## src/sfd_params.svh

```systemverilog
// register map, field positions, reset values and timing counts of the serial port
// Contract
// - receive bits enter the receive shift register least significant bit first
// - a finished byte moves to the receive buffer; shifter is free again
// - both shift registers stay internal, no software access
// - receive buffer is read-only, cleared by reset and standby
// - an empty transmit shifter takes the buffer byte, sends bit 0 first
// - after a byte, next buffer byte follows; empty flag set means no transfer
// - software may refill the buffer while the shifter is busy
// - transmit buffer is read/write, set to all ones by reset and standby
// - format register is read/write, cleared by reset and standby
// - format bit 7 picks asynchronous or clocked synchronous mode
// - format bit 6 picks 8 or 7 asynchronous data bits; synchronous is 8
// - with 7-bit characters the top buffer bit is not sent
// - format bit 5 adds and checks parity, asynchronous mode only
// - format bit 4 picks even or odd parity
// - parity makes the ones count of data plus parity even or odd
// - format bit 3 gives one or two stop bits of value 1 on transmit
// - receiver checks only the first stop bit
// - format bit 2 enables multiprocessor bit and overrides parity settings
// - two prescale bits divide the system clock by 1, 4, 16 or 64
// - buffer write with transmit on clears empty flag; transmit off holds it 1
// - every move into the receive buffer sets the buffer full flag
`ifndef SFD_PARAMS_SVH
`define SFD_PARAMS_SVH
`define SFD_A_FMT 3'h0
`define SFD_A_BRR 3'h1
`define SFD_A_CTRL 3'h2
`define SFD_A_TXB 3'h3
`define SFD_A_STAT 3'h4
`define SFD_A_RXB 3'h5
`define SFD_C_TXEN 5
`define SFD_C_RXEN 4
`define SFD_C_MPBT 0
`define SFD_S_TX_BUFFER_EMPTY_FLAG 7
`define SFD_S_RX_BUFFER_FULL_FLAG 6
`define SFD_S_FER 5
`define SFD_S_PER 4
`define SFD_S_MPBR 1
`define SFD_RST_FMT 8'h00
`define SFD_RST_BRR 8'hff
`define SFD_RST_TXB 8'hff
`define SFD_RST_RXB 8'h00
`define SFD_OSR 4'hf
`define SFD_MID 4'h7
`define SFD_PS1 6'h00
`define SFD_PS4 6'h03
`define SFD_PS16 6'h0f
`define SFD_PS64 6'h3f
`endif

```

## src/sfd_pkg.sv

```systemverilog
// types shared by the serial port modules
package sfd_pkg;
    typedef enum logic [2:0] {
        TX_IDLE = 3'b000,
        TX_START = 3'b001,
        TX_DATA = 3'b010,
        TX_PAR = 3'b011,
        TX_STOP = 3'b100
    } sfd_tx_e;
    typedef enum logic [2:0] {
        RX_IDLE = 3'b000,
        RX_START = 3'b001,
        RX_DATA = 3'b010,
        RX_PAR = 3'b011,
        RX_STOP = 3'b100
    } sfd_rx_e;
    typedef struct packed {
        logic com;
        logic chr;
        logic pe;
        logic pm;
        logic stop;
        logic mp;
        logic [1:0] cks;
    } sfd_fmt_s;
    typedef struct packed {
        logic [5:0] pre;
        logic [7:0] cnt;
    } sfd_baud_s;
    typedef struct packed {
        sfd_fmt_s fmt;
        logic [7:0] brr;
        logic tx_en;
        logic rx_en;
        logic mpbt;
        logic [7:0] tx_data_buffer;
        logic tx_buffer_empty_flag;
        logic [7:0] tx_shift_register;
        sfd_tx_e txs;
        logic [3:0] tsub;
        logic [2:0] tbit;
        logic tpar;
        logic tstp2;
        logic txd;
        logic sck;
        logic [7:0] rx_data_buffer;
        logic rx_buffer_full_flag;
        logic fer;
        logic per;
        logic mpbr;
        logic [7:0] rx_shift_register;
        sfd_rx_e rxs;
        logic [3:0] rsub;
        logic [2:0] rbit;
        logic rpar;
        logic [2:0] sy;
        logic rxf;
        logic [7:0] rdata;
    } sfd_core_s;
endpackage : sfd_pkg

```

## src/sfd_baud.sv

```systemverilog
// baud tick generator: clock prescaler followed by a programmable divider
`include "sfd_params.svh"
module sfd_baud
    import sfd_pkg::*;
(
    input wire logic clk_i,
    input wire logic nrst_i,
    input wire logic [1:0] cks_i,
    input wire logic [7:0] div_i,
    output logic tick_o
);
    sfd_baud_s s_q;
    sfd_baud_s s_d;

    function automatic logic [5:0] pre_top(input logic [1:0] sel);
        case (sel)
            2'b00: pre_top = `SFD_PS1;
            2'b01: pre_top = `SFD_PS4;
            2'b10: pre_top = `SFD_PS16;
            default: pre_top = `SFD_PS64;
        endcase
    endfunction : pre_top

    always_comb begin
        s_d = s_q;
        tick_o = 1'b0;
        if (s_q.pre >= pre_top(cks_i)) begin
            s_d.pre = 6'h00;
            if (s_q.cnt >= div_i) begin
                s_d.cnt = 8'h00;
                tick_o = 1'b1;
            end else begin
                s_d.cnt = s_q.cnt + 8'h01;
            end
        end else begin
            s_d.pre = s_q.pre + 6'h01;
        end
    end

    always_ff @(posedge clk_i or negedge nrst_i) begin
        if (!nrst_i) begin
            s_q <= '0;
        end else begin
            s_q <= s_d;
        end
    end
endmodule : sfd_baud

```

## src/sfd_core.sv

```systemverilog
// serial port data path: format register, double-buffered transmit and receive
//
// Local design decisions: the register offsets and the plain strobed port.
`include "sfd_params.svh"
module sfd_core
    import sfd_pkg::*;
(
    input wire logic clk_i,
    input wire logic nrst_i,
    input wire logic standby_i,
    input wire logic [2:0] addr_i,
    input wire logic [7:0] wdata_i,
    input wire logic we_i,
    input wire logic re_i,
    output logic [7:0] rdata_o,
    input wire logic rxd_i,
    output logic txd_o,
    output logic sck_o
);
    sfd_core_s s_q;
    sfd_core_s s_d;
    logic tick;
    logic tx_load;
    logic rx_done;
    logic rx_smp;
    logic tx_end;
    logic [7:0] rx_word;

    function automatic sfd_core_s rst_val();
        sfd_core_s r;
        r = '0;
        r.fmt = sfd_fmt_s'(`SFD_RST_FMT);
        r.brr = `SFD_RST_BRR;
        r.tx_data_buffer = `SFD_RST_TXB;
        r.rx_data_buffer = `SFD_RST_RXB;
        r.tx_buffer_empty_flag = 1'b1;
        r.txd = 1'b1;
        r.sck = 1'b1;
        r.sy = 3'b111;
        r.rxf = 1'b1;
        return r;
    endfunction : rst_val

    localparam sfd_core_s RST = rst_val();

    // index of the last data bit of a character
    function automatic logic [2:0] last_f(input sfd_fmt_s f);
        last_f = (f.chr && !f.com) ? 3'h6 : 3'h7;
    endfunction : last_f

    // parity or multiprocessor bit needed after the data
    function automatic logic extra_f(input sfd_fmt_s f);
        extra_f = !f.com && (f.pe || f.mp);
    endfunction : extra_f

    function automatic sfd_core_s tx_load_f(input sfd_core_s x);
        sfd_core_s y;
        logic [7:0] dat;
        y = x;
        dat = x.tx_data_buffer;
        if (x.fmt.chr && !x.fmt.com) begin
            dat[7] = 1'b0;
        end
        y.tx_shift_register = x.tx_data_buffer;
        y.tx_buffer_empty_flag = 1'b1;
        y.tsub = 4'h0;
        y.tbit = 3'h0;
        y.tstp2 = 1'b0;
        y.tpar = x.fmt.mp ? x.mpbt : ((^dat) ^ x.fmt.pm);
        if (x.fmt.com) begin
            y.txs = TX_DATA;
            y.txd = x.tx_data_buffer[0];
            y.sck = 1'b0;
        end else begin
            y.txs = TX_START;
            y.txd = 1'b0;
        end
        return y;
    endfunction : tx_load_f

    sfd_baud u_baud (
        .clk_i(clk_i),
        .nrst_i(nrst_i),
        .cks_i(s_q.fmt.cks),
        .div_i(s_q.brr),
        .tick_o(tick)
    );

    // 7-bit frames land one place high after shifting
    assign rx_word = (s_q.fmt.chr && !s_q.fmt.com) ? {1'b0, s_q.rx_shift_register[7:1]} : s_q.rx_shift_register;

    always_comb begin
        s_d = s_q;
        tx_load = 1'b0;
        rx_done = 1'b0;
        rx_smp = tick && (s_q.rsub == `SFD_OSR);
        tx_end = tick && (s_q.tsub == `SFD_OSR);

        // read data stands only in the cycle after the strobe
        s_d.rdata = 8'h00;
        if (re_i) begin
            if (addr_i == `SFD_A_FMT) begin
                s_d.rdata = s_q.fmt;
            end else if (addr_i == `SFD_A_BRR) begin
                s_d.rdata = s_q.brr;
            end else if (addr_i == `SFD_A_CTRL) begin
                s_d.rdata = {2'b00, s_q.tx_en, s_q.rx_en, 3'b000, s_q.mpbt};
            end else if (addr_i == `SFD_A_TXB) begin
                s_d.rdata = s_q.tx_data_buffer;
            end else if (addr_i == `SFD_A_STAT) begin
                s_d.rdata = {s_q.tx_buffer_empty_flag, s_q.rx_buffer_full_flag, s_q.fer, s_q.per, 2'b00, s_q.mpbr, 1'b0};
            end else if (addr_i == `SFD_A_RXB) begin
                s_d.rdata = s_q.rx_data_buffer;
            end else begin
                s_d.rdata = 8'h00;
            end
        end

        // transmitter
        if (tick && s_q.txs != TX_IDLE) begin
            s_d.tsub = s_q.tsub + 4'h1;
        end
        case (s_q.txs)
            TX_IDLE: begin
                s_d.txd = 1'b1;
                s_d.sck = 1'b1;
                if (s_q.tx_en && !s_q.tx_buffer_empty_flag) begin
                    s_d = tx_load_f(s_d);
                    tx_load = 1'b1;
                end
            end
            TX_START: begin
                if (tx_end) begin
                    s_d.txs = TX_DATA;
                    s_d.txd = s_q.tx_shift_register[0];
                end
            end
            TX_DATA: begin
                if (s_q.fmt.com && tick && s_q.tsub == `SFD_MID) begin
                    s_d.sck = 1'b1;
                    if (s_q.rx_en) begin
                        s_d.rx_shift_register = {s_q.rxf, s_q.rx_shift_register[7:1]};
                    end
                end
                if (tx_end) begin
                    s_d.tx_shift_register = {1'b1, s_q.tx_shift_register[7:1]};
                    if (s_q.tbit != last_f(s_q.fmt)) begin
                        s_d.tbit = s_q.tbit + 3'h1;
                        s_d.txd = s_q.tx_shift_register[1];
                        s_d.sck = !s_q.fmt.com;
                    end else if (s_q.fmt.com) begin
                        // no parity and no stop bit in clocked mode
                        rx_done = s_q.rx_en;
                        s_d.txs = TX_IDLE;
                        s_d.sck = 1'b1;
                        if (s_q.tx_en && !s_q.tx_buffer_empty_flag) begin
                            s_d = tx_load_f(s_d);
                            tx_load = 1'b1;
                        end
                    end else if (extra_f(s_q.fmt)) begin
                        s_d.txs = TX_PAR;
                        s_d.txd = s_q.tpar;
                    end else begin
                        s_d.txs = TX_STOP;
                        s_d.txd = 1'b1;
                        s_d.tstp2 = s_q.fmt.stop;
                    end
                end
            end
            TX_PAR: begin
                if (tx_end) begin
                    s_d.txs = TX_STOP;
                    s_d.txd = 1'b1;
                    s_d.tstp2 = s_q.fmt.stop;
                end
            end
            TX_STOP: begin
                if (tx_end) begin
                    if (s_q.tstp2) begin
                        s_d.tstp2 = 1'b0;
                    end else begin
                        s_d.txs = TX_IDLE;
                        if (s_q.tx_en && !s_q.tx_buffer_empty_flag) begin
                            s_d = tx_load_f(s_d);
                            tx_load = 1'b1;
                        end
                    end
                end
            end
            default: begin
                s_d.txs = TX_IDLE;
            end
        endcase

        // software writes; a buffer write after a load keeps the new byte pending
        if (we_i) begin
            if (addr_i == `SFD_A_FMT) begin
                s_d.fmt = sfd_fmt_s'(wdata_i);
            end else if (addr_i == `SFD_A_BRR) begin
                s_d.brr = wdata_i;
            end else if (addr_i == `SFD_A_CTRL) begin
                s_d.tx_en = wdata_i[`SFD_C_TXEN];
                s_d.rx_en = wdata_i[`SFD_C_RXEN];
                s_d.mpbt = wdata_i[`SFD_C_MPBT];
            end else if (addr_i == `SFD_A_TXB) begin
                s_d.tx_data_buffer = wdata_i;
                if (s_q.tx_en) begin
                    s_d.tx_buffer_empty_flag = 1'b0;
                end
            end else if (addr_i == `SFD_A_STAT) begin
                s_d.rx_buffer_full_flag = s_q.rx_buffer_full_flag & wdata_i[`SFD_S_RX_BUFFER_FULL_FLAG];
                s_d.fer = s_q.fer & wdata_i[`SFD_S_FER];
                s_d.per = s_q.per & wdata_i[`SFD_S_PER];
            end
        end

        // receiver; placed after the flag clears so a new event wins
        if (tick && s_q.rxs != RX_IDLE) begin
            s_d.rsub = s_q.rsub + 4'h1;
        end
        case (s_q.rxs)
            RX_IDLE: begin
                if (s_q.rx_en && !s_q.fmt.com && !s_q.rxf) begin
                    s_d.rxs = RX_START;
                    s_d.rsub = 4'h0;
                end
            end
            RX_START: begin
                // half a bit later the line must still be low, else a glitch
                if (tick && s_q.rsub == `SFD_MID) begin
                    s_d.rsub = 4'h0;
                    s_d.rbit = 3'h0;
                    s_d.rxs = s_q.rxf ? RX_IDLE : RX_DATA;
                end
            end
            RX_DATA: begin
                if (rx_smp) begin
                    s_d.rx_shift_register = {s_q.rxf, s_q.rx_shift_register[7:1]};
                    s_d.rbit = s_q.rbit + 3'h1;
                    if (s_q.rbit == last_f(s_q.fmt)) begin
                        s_d.rxs = extra_f(s_q.fmt) ? RX_PAR : RX_STOP;
                    end
                end
            end
            RX_PAR: begin
                if (rx_smp) begin
                    s_d.rpar = s_q.rxf;
                    s_d.rxs = RX_STOP;
                end
            end
            RX_STOP: begin
                if (rx_smp) begin
                    // only this first stop bit is judged
                    rx_done = 1'b1;
                    s_d.rxs = RX_IDLE;
                    if (!s_q.rxf) begin
                        s_d.fer = 1'b1;
                    end
                    if (s_q.fmt.pe && !s_q.fmt.mp && ((^rx_word) ^ s_q.rpar ^ s_q.fmt.pm)) begin
                        s_d.per = 1'b1;
                    end
                    if (s_q.fmt.mp) begin
                        s_d.mpbr = s_q.rpar;
                    end
                end
            end
            default: begin
                s_d.rxs = RX_IDLE;
            end
        endcase
        if (rx_done) begin
            s_d.rx_data_buffer = rx_word;
            s_d.rx_buffer_full_flag = 1'b1;
        end

        if (!s_q.tx_en) begin
            s_d.tx_buffer_empty_flag = 1'b1;
        end

        // three-stage pin input; a level is accepted once stages two and three agree
        s_d.sy = {s_q.sy[1:0], rxd_i};
        if (s_q.sy[1] == s_q.sy[2]) begin
            s_d.rxf = s_q.sy[2];
        end

        if (standby_i) begin
            s_d = RST;
        end
    end

    always_ff @(posedge clk_i or negedge nrst_i) begin
        if (!nrst_i) begin
            s_q <= RST;
        end else begin
            s_q <= s_d;
        end
    end

    assign rdata_o = s_q.rdata;
    assign txd_o = s_q.txd;
    assign sck_o = s_q.sck;
endmodule : sfd_core

```

## config.mk

```make
export PLATFORM = sky130hd
export DESIGN_NAME = sfd_core
export DESIGN_NICKNAME = d
export VERILOG_FILES = /design/src/sfd_pkg.sv /design/src/sfd_baud.sv /design/src/sfd_core.sv
export VERILOG_INCLUDE_DIRS = /design/src
export SDC_FILE = /design/constraint.sdc
export NUM_CORES = 1
export LEC_CHECK = 0
export ABC_AREA = 1
export BUFFER_PORTS_ARGS = -buffer_cell sky130_fd_sc_hd__clkbuf_2
export CORE_MARGIN = 2
export CORE_UTILIZATION = 60
export CTS_BUF_LIST = sky130_fd_sc_hd__clkbuf_4 sky130_fd_sc_hd__clkbuf_8
export CTS_CLUSTER_DIAMETER = 60
export CTS_CLUSTER_SIZE = 20
export DETAILED_ROUTE_END_ITERATION = 6
export PLACE_DENSITY = 0.78
export SLEW_MARGIN = 15
export SYNTH_ARGS = -nofsm -noshare
export SYNTH_HDL_FRONTEND = slang
export SYNTH_SLANG_ARGS = --single-unit
```

## constraint.sdc

```tcl
create_clock -name clk_i -period 4.65 [get_ports clk_i]
set_input_delay 0.93 -clock clk_i [delete_from_list [all_inputs] [get_ports clk_i]]
set_output_delay 0.93 -clock clk_i [all_outputs]
set_load 0.005 [all_outputs]
```

==> results list <==
- Max clock buf depth: 2
- Maximum capacitance violations: 0
- For the final routed database, the setup TNS stands at 0 ns.
- The final layout contains 982 nets.
- Gate power share: 17.8%
- Static leakage: 3.63 nW
* Initial drt markers: 618
- Floorplan row count: 38
- Buffers placed on the I/O ports in this run total 26.
- The number of hold violations in the final report is 0.
* Internal Dissipation: 0.00148 W
* Most frequent standard cell in the layout excluding fill and tap cells: sky130_fd_sc_hd__nand2_1
- Master cell of the clock root buffer: sky130_fd_sc_hd__clkbuf_8
* Number of clock sinks: 107
- For the final database, setup skew stands at 0.0158 ns.
- For the pin with the worst max-slew slack, the measured transition is 0.852 ns.
* Gpl congestion: 0.967
- Sequential element share of the synthesized area: 39.8%
- Measured against its own limit, the worst slew margin works out to 42.8%.
- Average detailed-routed wire length per instance: 15.9 µm
- The first global-routing pass estimated 29,400 µm of wire.
- The worst setup path is captured at a flop.
- Worst path slowest cell: sky130_fd_sc_hd__dfstp_2
* Cell chain of the critical path: inv_1 -> ha_1 -> nand2_1 -> nor2_1 -> nor2_1 -> nand2_1 -> nand2_1 -> nand2_4 -> nand3_4 -> inv_2 -> nand4_1 -> nand2_1 -> nand3_1 -> nand2_1
- In this run, synthesis produced a sequential element count of 107.
- The share of total power dissipated in the clock network is 33.2%.
- Tot GR Track Use: 29.4%
* Worst stage delay on the critical path: 0.55 ns
* 1st-pass router iterations: 7
- Counting tap cells, the placed design contains a total of 1,076 instances.
* H-tree levels: 3
* Ratio of final minimum period to clock period: 65.5%
* Class of the tightest hold or removal check: reg -> reg
* Area grow syn2layout: 5.54%
- For this run, design rule violations remaining after detail routing come to 0.
- Crit Path Class: reg -> reg
- Pin count of the biggest net entering global routing: 46
- Count of different cell masters after synthesis: 47
- The final route contains 6,371 vias.
* Post-synth top area share: 30.9%
- Post-Place Cell Area: 0.00693 mm²
- Yosys top cell by area: sky130_fd_sc_hd__dfrtp_1
- Antenna violations before repair: 0
- The final-report max-slew violation count is 0.
- CTS tree: done
- Required time at the worst-slack endpoint: 4.98 ns
* Quantity of hold-fixing buffers added after cts: 0
* Setup repair after global routing missed its margin: false
- Worst vdd ir: 215 µV
- Cells with a size suffix above 1 make up 11.6% of the layout.
* Worst path most repeated cell: sky130_fd_sc_hd__nand2_1
* # IOs: 27
* Most frequent cells in the layout: 269 x sky130_fd_sc_hd__nand2_1, 103 x sky130_fd_sc_hd__inv_1, 99 x sky130_fd_sc_hd__nor2_1
- Number of antenna repair diodes: 0
- Worst slack at placement: 1.68 ns
- Once the floorplan was initialized, standard cells occupied 62.2% of the core.
- In this run the power spent charging and discharging nets is 0.000633 W.
* Final global-route overflow total: 0
- Via count of the first global-routing pass: 6,007
- Static timing analysis puts the maximum clock frequency at 328 MHz.
- Sequential cell fraction of total power: 48.9%
* Number of buffers added for setup after CTS: 0
- Smallest hold slack: 0.492 ns
* Area of all placed cells without fillers: 0.00717 mm²
* Synthesized net count: 976
- From left edge to right edge, the die measures 110 µm.
- Overall die height: 110 µm
- Detailed placer's ending HPWL: 12,600 µm
* Min cycle time layout: 3.05 ns
* Run status: complete, no violations
* Switching part of the total power: 30.0%
* CP Data Arrival Time: 3.37 ns
* Area of the core region: 0.0109 mm²
- For this design the ratio of total power to cell area is 294 mW/mm².
- Total of fill cells in the finished design: 988
- Critical Path Source Type: flop
- Critical Path Fanout Max: 16
- After detailed routing, the number of vias per cell comes to 5.83.
- Final WL: 17,300 µm
- Leading post-synthesis cells by cell area: sky130_fd_sc_hd__dfrtp_1 31%, sky130_fd_sc_hd__nand2_1 15%, sky130_fd_sc_hd__dfstp_2 8.9%
* Number of non-filler instances in the completed layout: 1,092
* Total of warnings raised by yosys: 0
- Clock slew seen by the registers of the worst setup and hold paths: 0.10 ns
- After technology mapping, the gate count stands at 941.
- Buffers inserted during clock tree synthesis total 9.
- Once detail routing completed, the nets flagged for antenna violations numbered 0.
- Summing every instance area after synthesis gives 0.00680 mm².
* Number of instances resized during post-cts repair: 0
- Across all setup checks in the final design, the least slack found is 1.60 ns.
- Setup violations, final: 0
- At the later pin of the worst-skew pair, clock insertion delay measures 0.40 ns.
* Mean post-synth cell area: 7.22 µm²
- The die covers 0.0122 mm².
==> layout make-up <==
type / instances / area [µm²] / area share, %
Multi-Input combinational cell: 686 / 3460 / 48.2
Sequential cell: 107 / 2710 / 37.7
Inverter: 112 / 420 / 5.86
Tap cell: 140 / 175 / 2.44
Timing Repair Buffer: 31 / 170 / 2.37
Clock buffer: 10 / 131 / 1.83
Clock inverter: 6 / 111 / 1.55
==> power groups by stage <==
stage	clock network, W	registers [W]	logic, W
after CTS	0.000713	0.00103	0.000375
after global placement	0	0.00105	0.000365
after global routing	0.000754	0.00104	0.000432
final	0.000701	0.00103	0.000377
after detailed placement	0	0.00105	0.000372
after floorplan	0	0.00104	0.000272
==> Yosys cell counts, drive strengths merged <==
cell type / instances
or2: 5
nor3: 16
dfrtp: 84
a221oi: 4
a211oi: 1
nand2: 276
o21ai: 59
o221ai: 8
o311ai: 1
o32ai: 2
o2111ai: 2
nand4: 27
xnor2: 4
buf: 22
nor4: 1
a21oi: 38
nand3b: 3
dfstp: 23
o21a: 1
o211ai: 6
clkbuf: 14
nor2: 109
inv: 111
mux2i: 1
ha: 18
xor2: 9
clkinv: 1
o22ai: 11
a31oi: 6
a21o: 2
nand3: 76
==> critical path: cells and delay by family, from the launching register on <==
kind | cells | cell delay [ns]
adders and majority gates | 1 | 0.28
and+or+nand+nor | 11 | 1.80
DFF | 1 | 0.55
buffers and inverters | 2 | 0.35
==> final timing paths <==
| kind | startpoint | slack [ns] | end | cells past startpoint |
|---|---|---|---|---|
| worst max-delay path | s_q[80] | 1.60 | s_q[36] | 14 |
| worst max register to register | s_q[80] | 1.60 | s_q[36] | 14 |
| min in group asynchronous | nrst_i | 0.52 | s_q[16] | 1 |
| max in group asynchronous | nrst_i | 3.16 | s_q[80] | 2 |
| worst min register to register | s_q[57] | 0.49 | s_q[57] | 2 |
| worst min-delay path | s_q[57] | 0.49 | s_q[57] | 2 |
==> per-layer routing <==
layer	track usage [%]	part of all wire [%]	routed length, µm	up-vias
met5	0	0	0	-
met3	5.93	8.5	1470	39
li1	-	-	-	3094
met4	9.08	2.4	410	0
met2	44.9	44	7640	289
met1	42.3	45	7820	2949
==> sequential cells by signal, summed over array words and instances, names as in the netlist <==
signal,count
rdata_o,8
s_q,83
sck_o,1
txd_o,1
u_baud.s_q,14
==> through the flow <==
| stage | total power (W) | util [%] |
|---|---|---|
| final | 0.00211 | 65.6 |
| after detailed placement | 0.00142 | 63.4 |
| after floorplan | 0.00131 | - |
| after CTS | 0.00212 | 65.6 |
| after global placement | 0.00141 | 63.4 |
| after global routing | 0.00222 | 65.6 |
==> cells by family (layout without fill, tap and decap cells) <==
group                      count (synthesis)  in the layout  synth area share [%]
xor gates and xnor gates                  13             13                  1.68
DFF                                      107            107                  39.8
muxes                                      1              1                 0.147
and+or+nand+nor                          513            513                  33.6
AOI/OAI and AO/OA                        141            141                  12.2
buffers and inverters                    148            159                  9.30
adders and majority gates                 18             18                  3.31
(Power assumes the default switching activity.)
